===== src/verilog/vifc_pkg.sv =====
`default_nettype none
package vifc_pkg;
  // source map
  localparam int NSRC   = 22;
  localparam int NEXT   = 4;
  localparam int EXT_LO = 18;
  localparam int PW     = 3;
  localparam int NLVL   = 8;
  localparam int FW     = 4;
  localparam int AW     = 12;
  // register offsets
  localparam logic [AW-1:0] A_IRQ_ACT  = 12'h000;
  localparam logic [AW-1:0] A_IRQ_RAW  = 12'h004;
  localparam logic [AW-1:0] A_IRQ_EN   = 12'h008;
  localparam logic [AW-1:0] A_IRQ_DIS  = 12'h00C;
  localparam logic [AW-1:0] A_SWI      = 12'h010;
  localparam logic [AW-1:0] A_BASE     = 12'h014;
  localparam logic [AW-1:0] A_IRQ_VEC  = 12'h01C;
  localparam logic [AW-1:0] A_PRIO_LO  = 12'h020;
  localparam logic [AW-1:0] A_PRIO_MID = 12'h024;
  localparam logic [AW-1:0] A_PRIO_HI  = 12'h028;
  localparam logic [AW-1:0] A_RSVD     = 12'h02C;
  localparam logic [AW-1:0] A_NEST     = 12'h030;
  localparam logic [AW-1:0] A_TRIG     = 12'h034;
  localparam logic [AW-1:0] A_ECLR     = 12'h038;
  localparam logic [AW-1:0] A_IRQ_TKN  = 12'h03C;
  localparam logic [AW-1:0] A_FIQ_ACT  = 12'h100;
  localparam logic [AW-1:0] A_FIQ_RAW  = 12'h104;
  localparam logic [AW-1:0] A_FIQ_EN   = 12'h108;
  localparam logic [AW-1:0] A_FIQ_DIS  = 12'h10C;
  localparam logic [AW-1:0] A_FIQ_VEC  = 12'h11C;
  localparam logic [AW-1:0] A_FIQ_TKN  = 12'h13C;
  // nesting control bits
  localparam int NEST_IRQ = 0;
  localparam int NEST_FIQ = 1;
  // trigger encodings
  localparam logic [1:0] TRIG_RISE = 2'h0;
  localparam logic [1:0] TRIG_FALL = 2'h1;
  localparam logic [1:0] TRIG_LVL  = 2'h2;
  // vector slot shift (2-byte slots in 64-byte table)
  localparam int SLOT_SH = 1;
  localparam logic [31:0] RST_WORD = 32'h0000_0000;

  typedef struct packed {
    logic          psel;
    logic          penable;
    logic          pwrite;
    logic [AW-1:0] paddr;
    logic [31:0]   pwdata;
  } vifc_apb_req_t;

  typedef struct packed {
    logic       hit;
    logic [4:0] src;
    logic [2:0] lvl;
  } vifc_sel_t;

  typedef struct packed {
    logic [NSRC-1:0]    irq_en;
    logic [NSRC-1:0]    fiq_en;
    logic [NSRC-1:0]    swi;
    logic [31:0]        base;
    logic [NSRC*PW-1:0] prio;
    logic [1:0]         nest;
    logic [2*NEXT-1:0]  trig;
    logic [NEXT-1:0]    latch;
    logic [NEXT-1:0]    prev;
    logic [NLVL-1:0]    irq_tkn;
    logic [NLVL-1:0]    fiq_tkn;
    logic               irq;
    logic               fiq;
    logic [31:0]        rdata;
  } vifc_state_t;
endpackage
`default_nettype wire


===== src/verilog/vifc_top.sv =====
// Contract
// - irq raw and enabled-active source registers readable
// - irq enable read/write, disable write-one clears
// - software trigger register asserts sources directly
// - writable vector base for 64-byte handler table
// - irq vector returns base plus active slot
// - 3-bit priority per source, three registers
// - nesting control gates higher-priority nesting
// - external inputs rise, fall or level triggered
// - edge clear write drops latched edge
// - irq taken priority recorded, read/write
// - fiq raw and active source registers
// - fiq enable, disable and vector registers
// - fiq taken priority recorded, read/write
// - registers on two-cycle peripheral bus
// - fast request takes precedence over normal
`timescale 1ns/1ps
`default_nettype none
module vifc_top (
  // clock and reset
  input  wire logic                    i_sys_clk,
  input  wire logic                    i_rstn,
  // interrupt sources
  input  wire logic [vifc_pkg::NSRC-1:0] i_src,
  input  wire logic [vifc_pkg::NEXT-1:0] i_ext,
  // peripheral bus
  input  wire vifc_pkg::vifc_apb_req_t i_apb,
  output logic [31:0]                  o_prdata,
  output logic                         o_pready,
  output logic                         o_pslverr,
  // core requests
  output logic                         o_irq,
  output logic                         o_fiq
);
  localparam int NSRC = vifc_pkg::NSRC;
  localparam int PW   = vifc_pkg::PW;
  localparam int NLVL = vifc_pkg::NLVL;

  vifc_pkg::vifc_state_t st_r;
  vifc_pkg::vifc_state_t st_nxt;

  function automatic logic [PW-1:0] lvl_of(input logic [NSRC*PW-1:0] p, input int s);
    lvl_of = p[s*PW +: PW];
  endfunction

  // lowest level wins, ties to lowest source index
  function automatic vifc_pkg::vifc_sel_t pick(input logic [NSRC-1:0] act,
                                               input logic [NSRC*PW-1:0] p);
    vifc_pkg::vifc_sel_t r;
    r = '0;
    for (int s = NSRC-1; s >= 0; s--)
    begin
      if (act[s] && (!r.hit || lvl_of(p, s) <= r.lvl))
      begin
        r.hit = 1'b1;
        r.src = 5'(s);
        r.lvl = lvl_of(p, s);
      end
    end
    pick = r;
  endfunction

  // no nesting or nothing taken: any hit; else strictly more urgent level
  function automatic logic allow(input vifc_pkg::vifc_sel_t sl, input logic nest,
                                 input logic [NLVL-1:0] tkn);
    logic ok;
    ok = (tkn == '0) || !nest;
    for (int l = NLVL-1; l >= 0; l--)
    begin
      if (nest && tkn[l])
        ok = (32'(sl.lvl) < l);
    end
    allow = sl.hit && ok;
  endfunction

  function automatic logic [31:0] vec(input logic [31:0] base, input vifc_pkg::vifc_sel_t sl);
    vec = base + 32'({sl.src, {vifc_pkg::SLOT_SH{1'b0}}});
  endfunction

  function automatic logic [31:0] zx(input logic [NSRC-1:0] v);
    zx = 32'(v);
  endfunction

  // priority register image: field of source s at (s mod 8) nibble
  function automatic logic [31:0] prio_word(input logic [NSRC*PW-1:0] p, input int grp);
    logic [31:0] w;
    w = '0;
    for (int s = 0; s < NSRC; s++)
    begin
      if (s / 8 == grp)
        w[(s % 8)*vifc_pkg::FW +: PW] = lvl_of(p, s);
    end
    prio_word = w;
  endfunction

  logic [NSRC-1:0]           raw;
  logic [NSRC-1:0]           irq_act;
  logic [NSRC-1:0]           fiq_act;
  logic [vifc_pkg::NEXT-1:0] ext_eff;
  logic [vifc_pkg::NEXT-1:0] edge_set;
  vifc_pkg::vifc_sel_t       isel;
  vifc_pkg::vifc_sel_t       fsel;
  logic                      setup;
  logic                      wr;
  logic                      rd_acc;
  logic                      mapped;
  logic [31:0]               rmux;

  always_comb
  begin
    for (int e = 0; e < vifc_pkg::NEXT; e++)
    begin
      unique case (st_r.trig[2*e +: 2])
        vifc_pkg::TRIG_RISE: edge_set[e] = i_ext[e] && !st_r.prev[e];
        vifc_pkg::TRIG_FALL: edge_set[e] = !i_ext[e] && st_r.prev[e];
        default:             edge_set[e] = 1'b0;
      endcase
      ext_eff[e] = (st_r.trig[2*e +: 2] == vifc_pkg::TRIG_LVL) ? i_ext[e] : st_r.latch[e];
    end
    raw = i_src | st_r.swi;
    raw[vifc_pkg::EXT_LO +: vifc_pkg::NEXT] = ext_eff | st_r.swi[vifc_pkg::EXT_LO +: vifc_pkg::NEXT];
    irq_act = raw & st_r.irq_en;
    fiq_act = raw & st_r.fiq_en;
    isel = pick(irq_act, st_r.prio);
    fsel = pick(fiq_act, st_r.prio);
  end

  // bus decode
  always_comb
  begin
    setup  = i_apb.psel && !i_apb.penable;
    wr     = i_apb.psel && i_apb.penable && i_apb.pwrite;
    rd_acc = i_apb.psel && i_apb.penable && !i_apb.pwrite;
    mapped = 1'b1;
    rmux   = vifc_pkg::RST_WORD;
    unique case (i_apb.paddr)
      vifc_pkg::A_IRQ_ACT:  rmux = zx(irq_act);
      vifc_pkg::A_IRQ_RAW:  rmux = zx(raw);
      vifc_pkg::A_IRQ_EN:   rmux = zx(st_r.irq_en);
      vifc_pkg::A_BASE:     rmux = st_r.base;
      vifc_pkg::A_IRQ_VEC:  rmux = vec(st_r.base, isel);
      vifc_pkg::A_PRIO_LO:  rmux = prio_word(st_r.prio, 0);
      vifc_pkg::A_PRIO_MID: rmux = prio_word(st_r.prio, 1);
      vifc_pkg::A_PRIO_HI:  rmux = prio_word(st_r.prio, 2);
      vifc_pkg::A_NEST:     rmux = 32'(st_r.nest);
      vifc_pkg::A_TRIG:     rmux = 32'(st_r.trig);
      vifc_pkg::A_IRQ_TKN:  rmux = 32'(st_r.irq_tkn);
      vifc_pkg::A_FIQ_ACT:  rmux = zx(fiq_act);
      vifc_pkg::A_FIQ_RAW:  rmux = zx(raw);
      vifc_pkg::A_FIQ_EN:   rmux = zx(st_r.fiq_en);
      vifc_pkg::A_FIQ_VEC:  rmux = vec(st_r.base, fsel);
      vifc_pkg::A_FIQ_TKN:  rmux = 32'(st_r.fiq_tkn);
      vifc_pkg::A_IRQ_DIS, vifc_pkg::A_FIQ_DIS, vifc_pkg::A_SWI,
      vifc_pkg::A_ECLR, vifc_pkg::A_RSVD: rmux = vifc_pkg::RST_WORD;
      default:              mapped = 1'b0;
    endcase
  end

  always_comb
  begin
    st_nxt       = st_r;
    st_nxt.prev  = i_ext;
    st_nxt.latch = st_r.latch | edge_set;
    if (setup)
      st_nxt.rdata = rmux;
    if (wr)
    begin
      unique case (i_apb.paddr)
        vifc_pkg::A_IRQ_EN:  st_nxt.irq_en = i_apb.pwdata[NSRC-1:0];
        vifc_pkg::A_IRQ_DIS: st_nxt.irq_en = st_r.irq_en & ~i_apb.pwdata[NSRC-1:0];
        vifc_pkg::A_FIQ_EN:  st_nxt.fiq_en = i_apb.pwdata[NSRC-1:0];
        vifc_pkg::A_FIQ_DIS: st_nxt.fiq_en = st_r.fiq_en & ~i_apb.pwdata[NSRC-1:0];
        vifc_pkg::A_SWI:     st_nxt.swi = i_apb.pwdata[NSRC-1:0];
        vifc_pkg::A_BASE:    st_nxt.base = i_apb.pwdata;
        vifc_pkg::A_PRIO_LO, vifc_pkg::A_PRIO_MID, vifc_pkg::A_PRIO_HI:
        begin
          for (int s = 0; s < NSRC; s++)
          begin
            if (32'(s / 8) == 32'(i_apb.paddr[3:2]))
              st_nxt.prio[s*PW +: PW] = i_apb.pwdata[(s % 8)*vifc_pkg::FW +: PW];
          end
        end
        vifc_pkg::A_NEST:    st_nxt.nest = i_apb.pwdata[1:0];
        vifc_pkg::A_TRIG:    st_nxt.trig = i_apb.pwdata[2*vifc_pkg::NEXT-1:0];
        vifc_pkg::A_ECLR:    st_nxt.latch = (st_r.latch & ~i_apb.pwdata[vifc_pkg::NEXT-1:0])
                                            | edge_set;
        vifc_pkg::A_IRQ_TKN: st_nxt.irq_tkn = i_apb.pwdata[NLVL-1:0];
        vifc_pkg::A_FIQ_TKN: st_nxt.fiq_tkn = i_apb.pwdata[NLVL-1:0];
        default:             st_nxt.swi = st_r.swi;
      endcase
    end
    // vector read marks entry: record level, set wins over software write
    if (rd_acc && i_apb.paddr == vifc_pkg::A_IRQ_VEC && isel.hit)
      st_nxt.irq_tkn[isel.lvl] = 1'b1;
    if (rd_acc && i_apb.paddr == vifc_pkg::A_FIQ_VEC && fsel.hit)
      st_nxt.fiq_tkn[fsel.lvl] = 1'b1;
    st_nxt.fiq = allow(fsel, st_r.nest[vifc_pkg::NEST_FIQ], st_r.fiq_tkn);
    st_nxt.irq = allow(isel, st_r.nest[vifc_pkg::NEST_IRQ], st_r.irq_tkn) && !st_nxt.fiq;
  end

  always_ff @(posedge i_sys_clk or negedge i_rstn)
  begin
    if (!i_rstn)
      st_r <= '0;
    else
      st_r <= st_nxt;
  end

  assign o_prdata  = st_r.rdata;
  assign o_pready  = 1'b1;
  assign o_pslverr = i_apb.psel && i_apb.penable && !mapped;
  assign o_irq     = st_r.irq;
  assign o_fiq     = st_r.fiq;
endmodule // vifc_top
`default_nettype wire


===== config.mk =====
export PLATFORM = sky130hd
export DESIGN_NAME = vifc_top
export DESIGN_NICKNAME = d
export VERILOG_FILES = /design/src/verilog/vifc_pkg.sv /design/src/verilog/vifc_top.sv
export SDC_FILE = /design/constraint.sdc
export NUM_CORES = 1
export LEC_CHECK = 0
export ABC_CLOCK_PERIOD_IN_PS = 36300
export BUFFER_PORTS_ARGS = -buffer_cell sky130_fd_sc_hd__buf_4
export CAP_MARGIN = 20
export CORE_MARGIN = 8
export CORE_UTILIZATION = 60
export CTS_BUF_LIST = sky130_fd_sc_hd__clkbuf_8
export DETAILED_ROUTE_END_ITERATION = 8
export GPL_TIMING_DRIVEN = 0
export PLACE_DENSITY = 0.88
export SYNTH_ARGS = -nofsm -noshare
export SYNTH_HDL_FRONTEND = slang
export SYNTH_SLANG_ARGS = --single-unit

===== constraint.sdc =====
create_clock -name i_sys_clk -period 36.3 [get_ports i_sys_clk]
set_input_delay 1.815 -clock i_sys_clk [delete_from_list [all_inputs] [get_ports i_sys_clk]]
set_output_delay 1.815 -clock i_sys_clk [all_outputs]
set_load 0.02 [all_outputs]

# Yosys cells after proc, flatten, opt, wreduce, memory -nomap -nowiden

Index checks and enable logic that the tools add are counted.

Register bits after elaboration: 232
Input bits: 75
Output and inout port bits: 36
Word-level logic and storage cells: 406

$add $sub $neg: 2
Order comparisons: 60
Eq/ne operators: 30
Muxes and demuxes: 83
Bitwise gates (word level): 13
Reductions and logical operators: 202

Operators with widths:

| kind                  | number |
|---|---|
| $pmux W32 S15         | 1 |
| $mux W9               | 44 |
| $le A3 B3 Y1          | 42 |
| $eq A12 B6 Y1 const B | 8 |
| $and A22 B22 Y22      | 4 |
| $pmux W22 S2          | 2 |
| $logic_and A1 B1 Y1   | 80 |
| $eq A12 B9 Y1 const B | 6 |
| $add A32 B6 Y32       | 2 |
| $logic_not A1 Y1      | 56 |
| $logic_or A1 B1 Y1    | 44 |
| $eq A12 B5 Y1 const B | 3 |
| $mux W8               | 4 |
| $eq A12 B4 Y1 const B | 2 |
| $lt A3 B3 Y1 const B  | 8 |
| $mux W1               | 23 |
| $not A22 Y22          | 1 |
| $reduce_or A21 Y1     | 1 |
| $or A18 B18 Y18       | 1 |
| $logic_not A8 Y1      | 2 |
| $mux W16              | 1 |
| $or A8 B8 Y8          | 2 |
| $eq A12 B3 Y1 const B | 1 |
| $logic_not A12 Y1     | 1 |
| 20 further kinds      | 51 |

# Longest topological paths before layout

Depth in word-level cells: 101
Depth in mapped cells: 195
Depth with buffers taken out: 186

# Worst setup path before layout

No wires, ideal clock.

Path type: input -> register
Start: in i_ext[3] (netlist name)
End: reg st_r (netlist bit o_prdata[29])
Setup time: 133 ps
Arrival time: 31,769 ps
Required time: 36,167 ps
Setup slack: 4,398 ps
Stages on the path: 176
Path buffers: 4
Cells stage by stage: or4b_4 buf_6 o311ai_2 nor2_1 ha_1 nand3_1 o21ai_0 o31a_1 a22oi_1 inv_1 ha_1 and3_1 a221oi_1 nor3_1 a21o_1 ha_1 nor2b_1 o21ai_0 [... 140 more ...] a31o_2 o311ai_0 ha_1 inv_1 fa_1 nor2b_1 o21ai_0 nand2b_1 a21o_1 nand2_1 nor2_1 nand4_1 nor2_1 o21ai_0 nand2_1 o21ai_0 a221oi_1 o21ai_0

Cells in the longest elaborated chain, start to end: 90
Elaborated cells between the ends (all ways): 219
Those cells by class: add/sub: 2; order compare: 42; mux: 46; bitwise: 3; reduce/logical: 126

RTL lines:

| element                                          | line                             | source |
|---|---|---|
| start, declared                                  | vifc_top.sv:25                   | `input wire logic [vifc_pkg::NEXT-1:0] i_ext,` |
| $mux W1 (*)                                      | vifc_top.sv:118                  | `ext_eff[e] = (st_r.trig[2*e +: 2] == vifc_pkg::TRIG_LVL) ? i_ext[e] : st_r.latch[e];` |
| $or A4 B4 Y4 (*)                                 | vifc_top.sv:121                  | `raw[vifc_pkg::EXT_LO +: vifc_pkg::NEXT] = ext_eff \| st_r.swi[vifc_pkg::EXT_LO +: vifc_pkg::NEXT];` |
| $and A22 B22 Y22, on equally long branches       | vifc_top.sv:123, vifc_top.sv:122 |  |
| $mux W9                                          | vifc_top.sv:53                   | `if (act[s] && (!r.hit \|\| lvl_of(p, s) <= r.lvl))` |
| $le A3 B3 Y1 or $logic_not A1 Y1 (tied branches) | vifc_top.sv:53                   |  |
| $logic_or A1 B1 Y1                               | vifc_top.sv:53                   |  |
| $logic_and A1 B1 Y1                              | vifc_top.sv:53                   |  |
| $mux W9                                          | vifc_top.sv:53                   |  |
| [... 74 more ...]                                | --                               |  |
| $logic_and A1 B1 Y1                              | vifc_top.sv:53                   |  |
| $mux W9                                          | vifc_top.sv:53                   |  |
| $le A3 B3 Y1 or $logic_not A1 Y1 (tied branches) | vifc_top.sv:53                   |  |
| $logic_or A1 B1 Y1                               | vifc_top.sv:53                   |  |
| $logic_and A1 B1 Y1                              | vifc_top.sv:53                   |  |
| $mux W9                                          | vifc_top.sv:53                   |  |
| $add A32 B6 Y32                                  | vifc_top.sv:77                   | `vec = base + 32'({sl.src, {vifc_pkg::SLOT_SH{1'b0}}});` |
| $pmux W32 S15 (*)                                | vifc_top.sv:136                  | `unique case (i_apb.paddr)` |
| end signal, assigned                             | vifc_top.sv:206                  | `st_r <= st_nxt;` |
| end, declared                                    | vifc_top.sv:39                   | `vifc_pkg::vifc_state_t st_r;` |

Every way passes the cells marked *; elsewhere a longest branch is shown, timed or not.
A chain may end at the register's enable or synchronous reset.

# Worst setup path after layout

Start: in i_ext[3] (netlist name)
End: reg st_r (netlist bit o_prdata[25])

The elaborated chain is that of the path after synthesis.

==> run_results.csv <==
group,metric,value,unit
synth,syn_warnings,0,
sta,maxClockFrequency,0.0285,GHz
global_routing,met3_global_route_usage,0.150,
global_routing,first_global_vias,19200,
routing,drcViolationCount,0,
placement,gp_routability_congestion,1.04,
synth,post_synth_edffs,0,
global_routing,groute.usage.overall,0.430,
synth,synthDistinctLibCells,103,
critical_path,crit_required,36.81,ns
clocking,cts.htree.levels,2,
layout,fin_cells,2854,
synth,synth_async_sr_flop_share,1.00,
critical_path,path_max_fanout,10,
sta,relSlewSlack,0.133,
floorplan,core_region_area,0.0312,mm²
placement,number_of_placed_instances_taps_included,2724,
critical_path,critical_path_class,"primary input to flip-flop",
placement,pre_cts_slack,-4.09,ns
layout,area_growth,17.0,%
placement,placement.io_buffers,91,
clocking,cts_root_buf,"sky130_fd_sc_hd__clkbuf_8",
pwr,irDropWorstVdd,0.0340,mV
global_routing,grt_first_pass_wirelength,119,mm
sta,hold_ws,0.483,ns
floorplan,row_count,65,
synth,syn_area_per_cell,8.46,µm²
hold_path,hold_class,"flip-flop to flip-flop",
synth,post_synthesis_instance_total,2226,
synth,ys_seq_elements,232,
pwr,static_leak,9.95,nW
synth,synth_top_cell_by_area,"sky130_fd_sc_hd__dfrtp_1",
global_routing,top_usage_layer,"met2",
sta,hold_viol_final,0,
floorplan,boundaryPins,111,
clocking,clock_sinks,232,
critical_path,reg2reg_slack,1.87,ns
layout,drive_gt1_frac,0.224,
pwr,tot_pwr,0.579,mW
synth,ys_seq_area_frac,0.308,
synth,syn-num-nets,2435,
sta,finalWorstSetupSlack,1.20,ns
critical_path,crit_path_end_kind,"flip-flop",
sta,layout_min_cycle_time,35.10,ns
layout,final.fill_count,2488,
pwr,pwr_cell_area,26.3,mW/mm²
routing,vias_cell,7.19,
floorplan,die_x,193,µm
critical_path,cp_common_cell,"sky130_fd_sc_hd__ha_1",
floorplan,die_h,193,µm
clocking,number_of_cts_inserted_buffers,44,
synth,post_synth_instance_area,0.0188,mm²
layout,net_count_final,2627,
outcome,status,"finished clean",
floorplan,die_area,0.0373,mm²
global_routing,met1_usage,0.548,
critical_path,critical_path_arrival,35.61,ns
clocking,max-clock-path-buffers,3,
routing,route.vias.total,20500,
sta,report.final.slew_viol_count,0,
routing,first_pass_iters,8,
critical_path,slowest_delay,0.51,ns
layout,layout_commonest_cell,"sky130_fd_sc_hd__o21ai_0",
sta,skew,0.0404,ns
synth,synth-main-ff-cell,"sky130_fd_sc_hd__dfrtp_1",
critical_path,timing.critical_path.buf_inv,15,
sta,setup_viol_count_final,0,
clocking,tritoncts,"done",
critical_path,timing.critical_path.from_type,"primary input",
global_routing,grt_use_met2,0.617,
global_routing,largest_net_degree_at_the_start_of_global_routing,120,
critical_path,critical_path.top_delay_family,"compound AO/OA/AOI/OAI gates",
clocking,cts_hold_buffers,0,
global_routing,grt_remaining_overflow,0,
layout,most-common-layout-cells,"sky130_fd_sc_hd__o21ai_0, sky130_fd_sc_hd__nand2_1, sky130_fd_sc_hd__dfrtp_1",
routing,wire_per_inst,28.7,µm
synth,synth_largest_type_area_fraction,0.308,
floorplan,start_util,0.603,
routing,route.final.wire_length,81.8,mm
sta,finalCritPeriodShare,0.967,
sta,tightest_slew,1.28,ns
routing,dr.first_iter.drc_count,2967,
placement,place.detailed.hpwl,60.8,mm
clocking,clock_latency,0.65,ns
layout,final_util,0.705,
synth,post_synth_main_area_contributors,"sky130_fd_sc_hd__dfrtp_1, sky130_fd_sc_hd__ha_1, sky130_fd_sc_hd__mux2_2",
job,cap_viol_max_count,0,
global_routing,grt_antenna_before_repair,1,
critical_path,slowest_stage,"sky130_fd_sc_hd__or4b_4",
routing,route.antenna.remaining_nets,0,
clocking,clock_pin_transition_on_the_worst_setup_and_hold_timing_paths,0.07,ns
[power breakdown]
group / leakage, nW / internal (mW) / switching [mW]
Sequential: 3.10 / 0.259 / 0.000745
Clock: 0.508 / 0.152 / 0.133
Combinational: 6.34 / 0.0105 / 0.0243
Total: 9.95 / 0.421 / 0.158
[worst min-delay path, cell delays in order, from the launching register on]
cell	delay, ns
sky130_fd_sc_hd__dfrtp_1	0.34
sky130_fd_sc_hd__nand2_1	0.05
sky130_fd_sc_hd__o21ai_0	0.06
[synthesized netlist by cell type, types with 29 or more instances]
cell type	number
sky130_fd_sc_hd__a22o_1	36
sky130_fd_sc_hd__a21oi_1	97
sky130_fd_sc_hd__a21o_1	31
sky130_fd_sc_hd__nor3_1	36
sky130_fd_sc_hd__nor2_1	140
sky130_fd_sc_hd__buf_4	34
sky130_fd_sc_hd__clkbuf_1	73
sky130_fd_sc_hd__o21ai_0	282
sky130_fd_sc_hd__nand2_1	269
sky130_fd_sc_hd__a221oi_1	32
sky130_fd_sc_hd__o21a_1	29
sky130_fd_sc_hd__inv_1	90
sky130_fd_sc_hd__nand3_1	73
sky130_fd_sc_hd__dfrtp_1	232
sky130_fd_sc_hd__nor2b_1	48
sky130_fd_sc_hd__mux2_2	128
sky130_fd_sc_hd__ha_1	133
[logic make-up after synthesis]
kind of cell | Yosys count | synth area share
xor gates and xnor gates | 21 | 0.00977
and+or+nand+nor | 716 | 0.183
muxes | 152 | 0.0893
AOI/OAI and AO/OA | 755 | 0.269
buffers and inverters | 215 | 0.0511
other | 1 | 0.000199
adders and majority gates | 134 | 0.0895
DFF | 232 | 0.308
[flip-flops by register name (all words and copies together), names as in the netlist]
signal / count
o_fiq: 1
o_irq: 1
o_prdata: 32
st_r: 198
[routing by layer]
layer / vias to the layer above / part of all wire
li1: 8684 / -
met2: 1672 / 0.41
met1: 9770 / 0.37
met3: 405 / 0.15
met5: - / 0.0017
met4: 2 / 0.076
[per-stage QoR]
step           cell area, µm²  TNS [ns]
2_1_floorplan           18800         0
3_3_place_gp            20000    -75.22
3_5_place_dp            20100   -108.15
4_1_cts                 21200   -0.0406
5_1_grt                 22000     -1.76
6_report                22000         0
[layout make-up]
cell class / instances / area [µm²] / area share
timing repair buffer: 147 / 1130 / 0.0513
clock inverter: 27 / 230 / 0.0105
clock buffer: 51 / 702 / 0.0319
tap: 402 / 503 / 0.0228
antenna: 2 / 5.00 / 0.000227
buffer: 124 / 657 / 0.0298
sequential: 232 / 5810 / 0.264
inverter: 90 / 342 / 0.0155
multi-input combinational: 1779 / 12600 / 0.574
[final timing paths]
path                               from            to  cells after the start
max                            i_ext[3]  o_prdata[25]                    183
min                        o_prdata[23]  o_prdata[23]                      2
max reg2reg                    st_r[65]  o_prdata[25]                    181
min reg2reg                o_prdata[23]  o_prdata[23]                      2
max in group asynchronous        i_rstn     st_r[191]                      2
min in group asynchronous        i_rstn  o_prdata[14]                      1
[timing repair]
action,in CTS,in global routing
pin swaps,3,27
gates cloned,0,1
buffers inserted,4,43
setup endpoints to repair,40,49
hold endpoints to repair,0,0
resized for setup,49,116
Note: power is estimated with default switching activity, not from simulation.
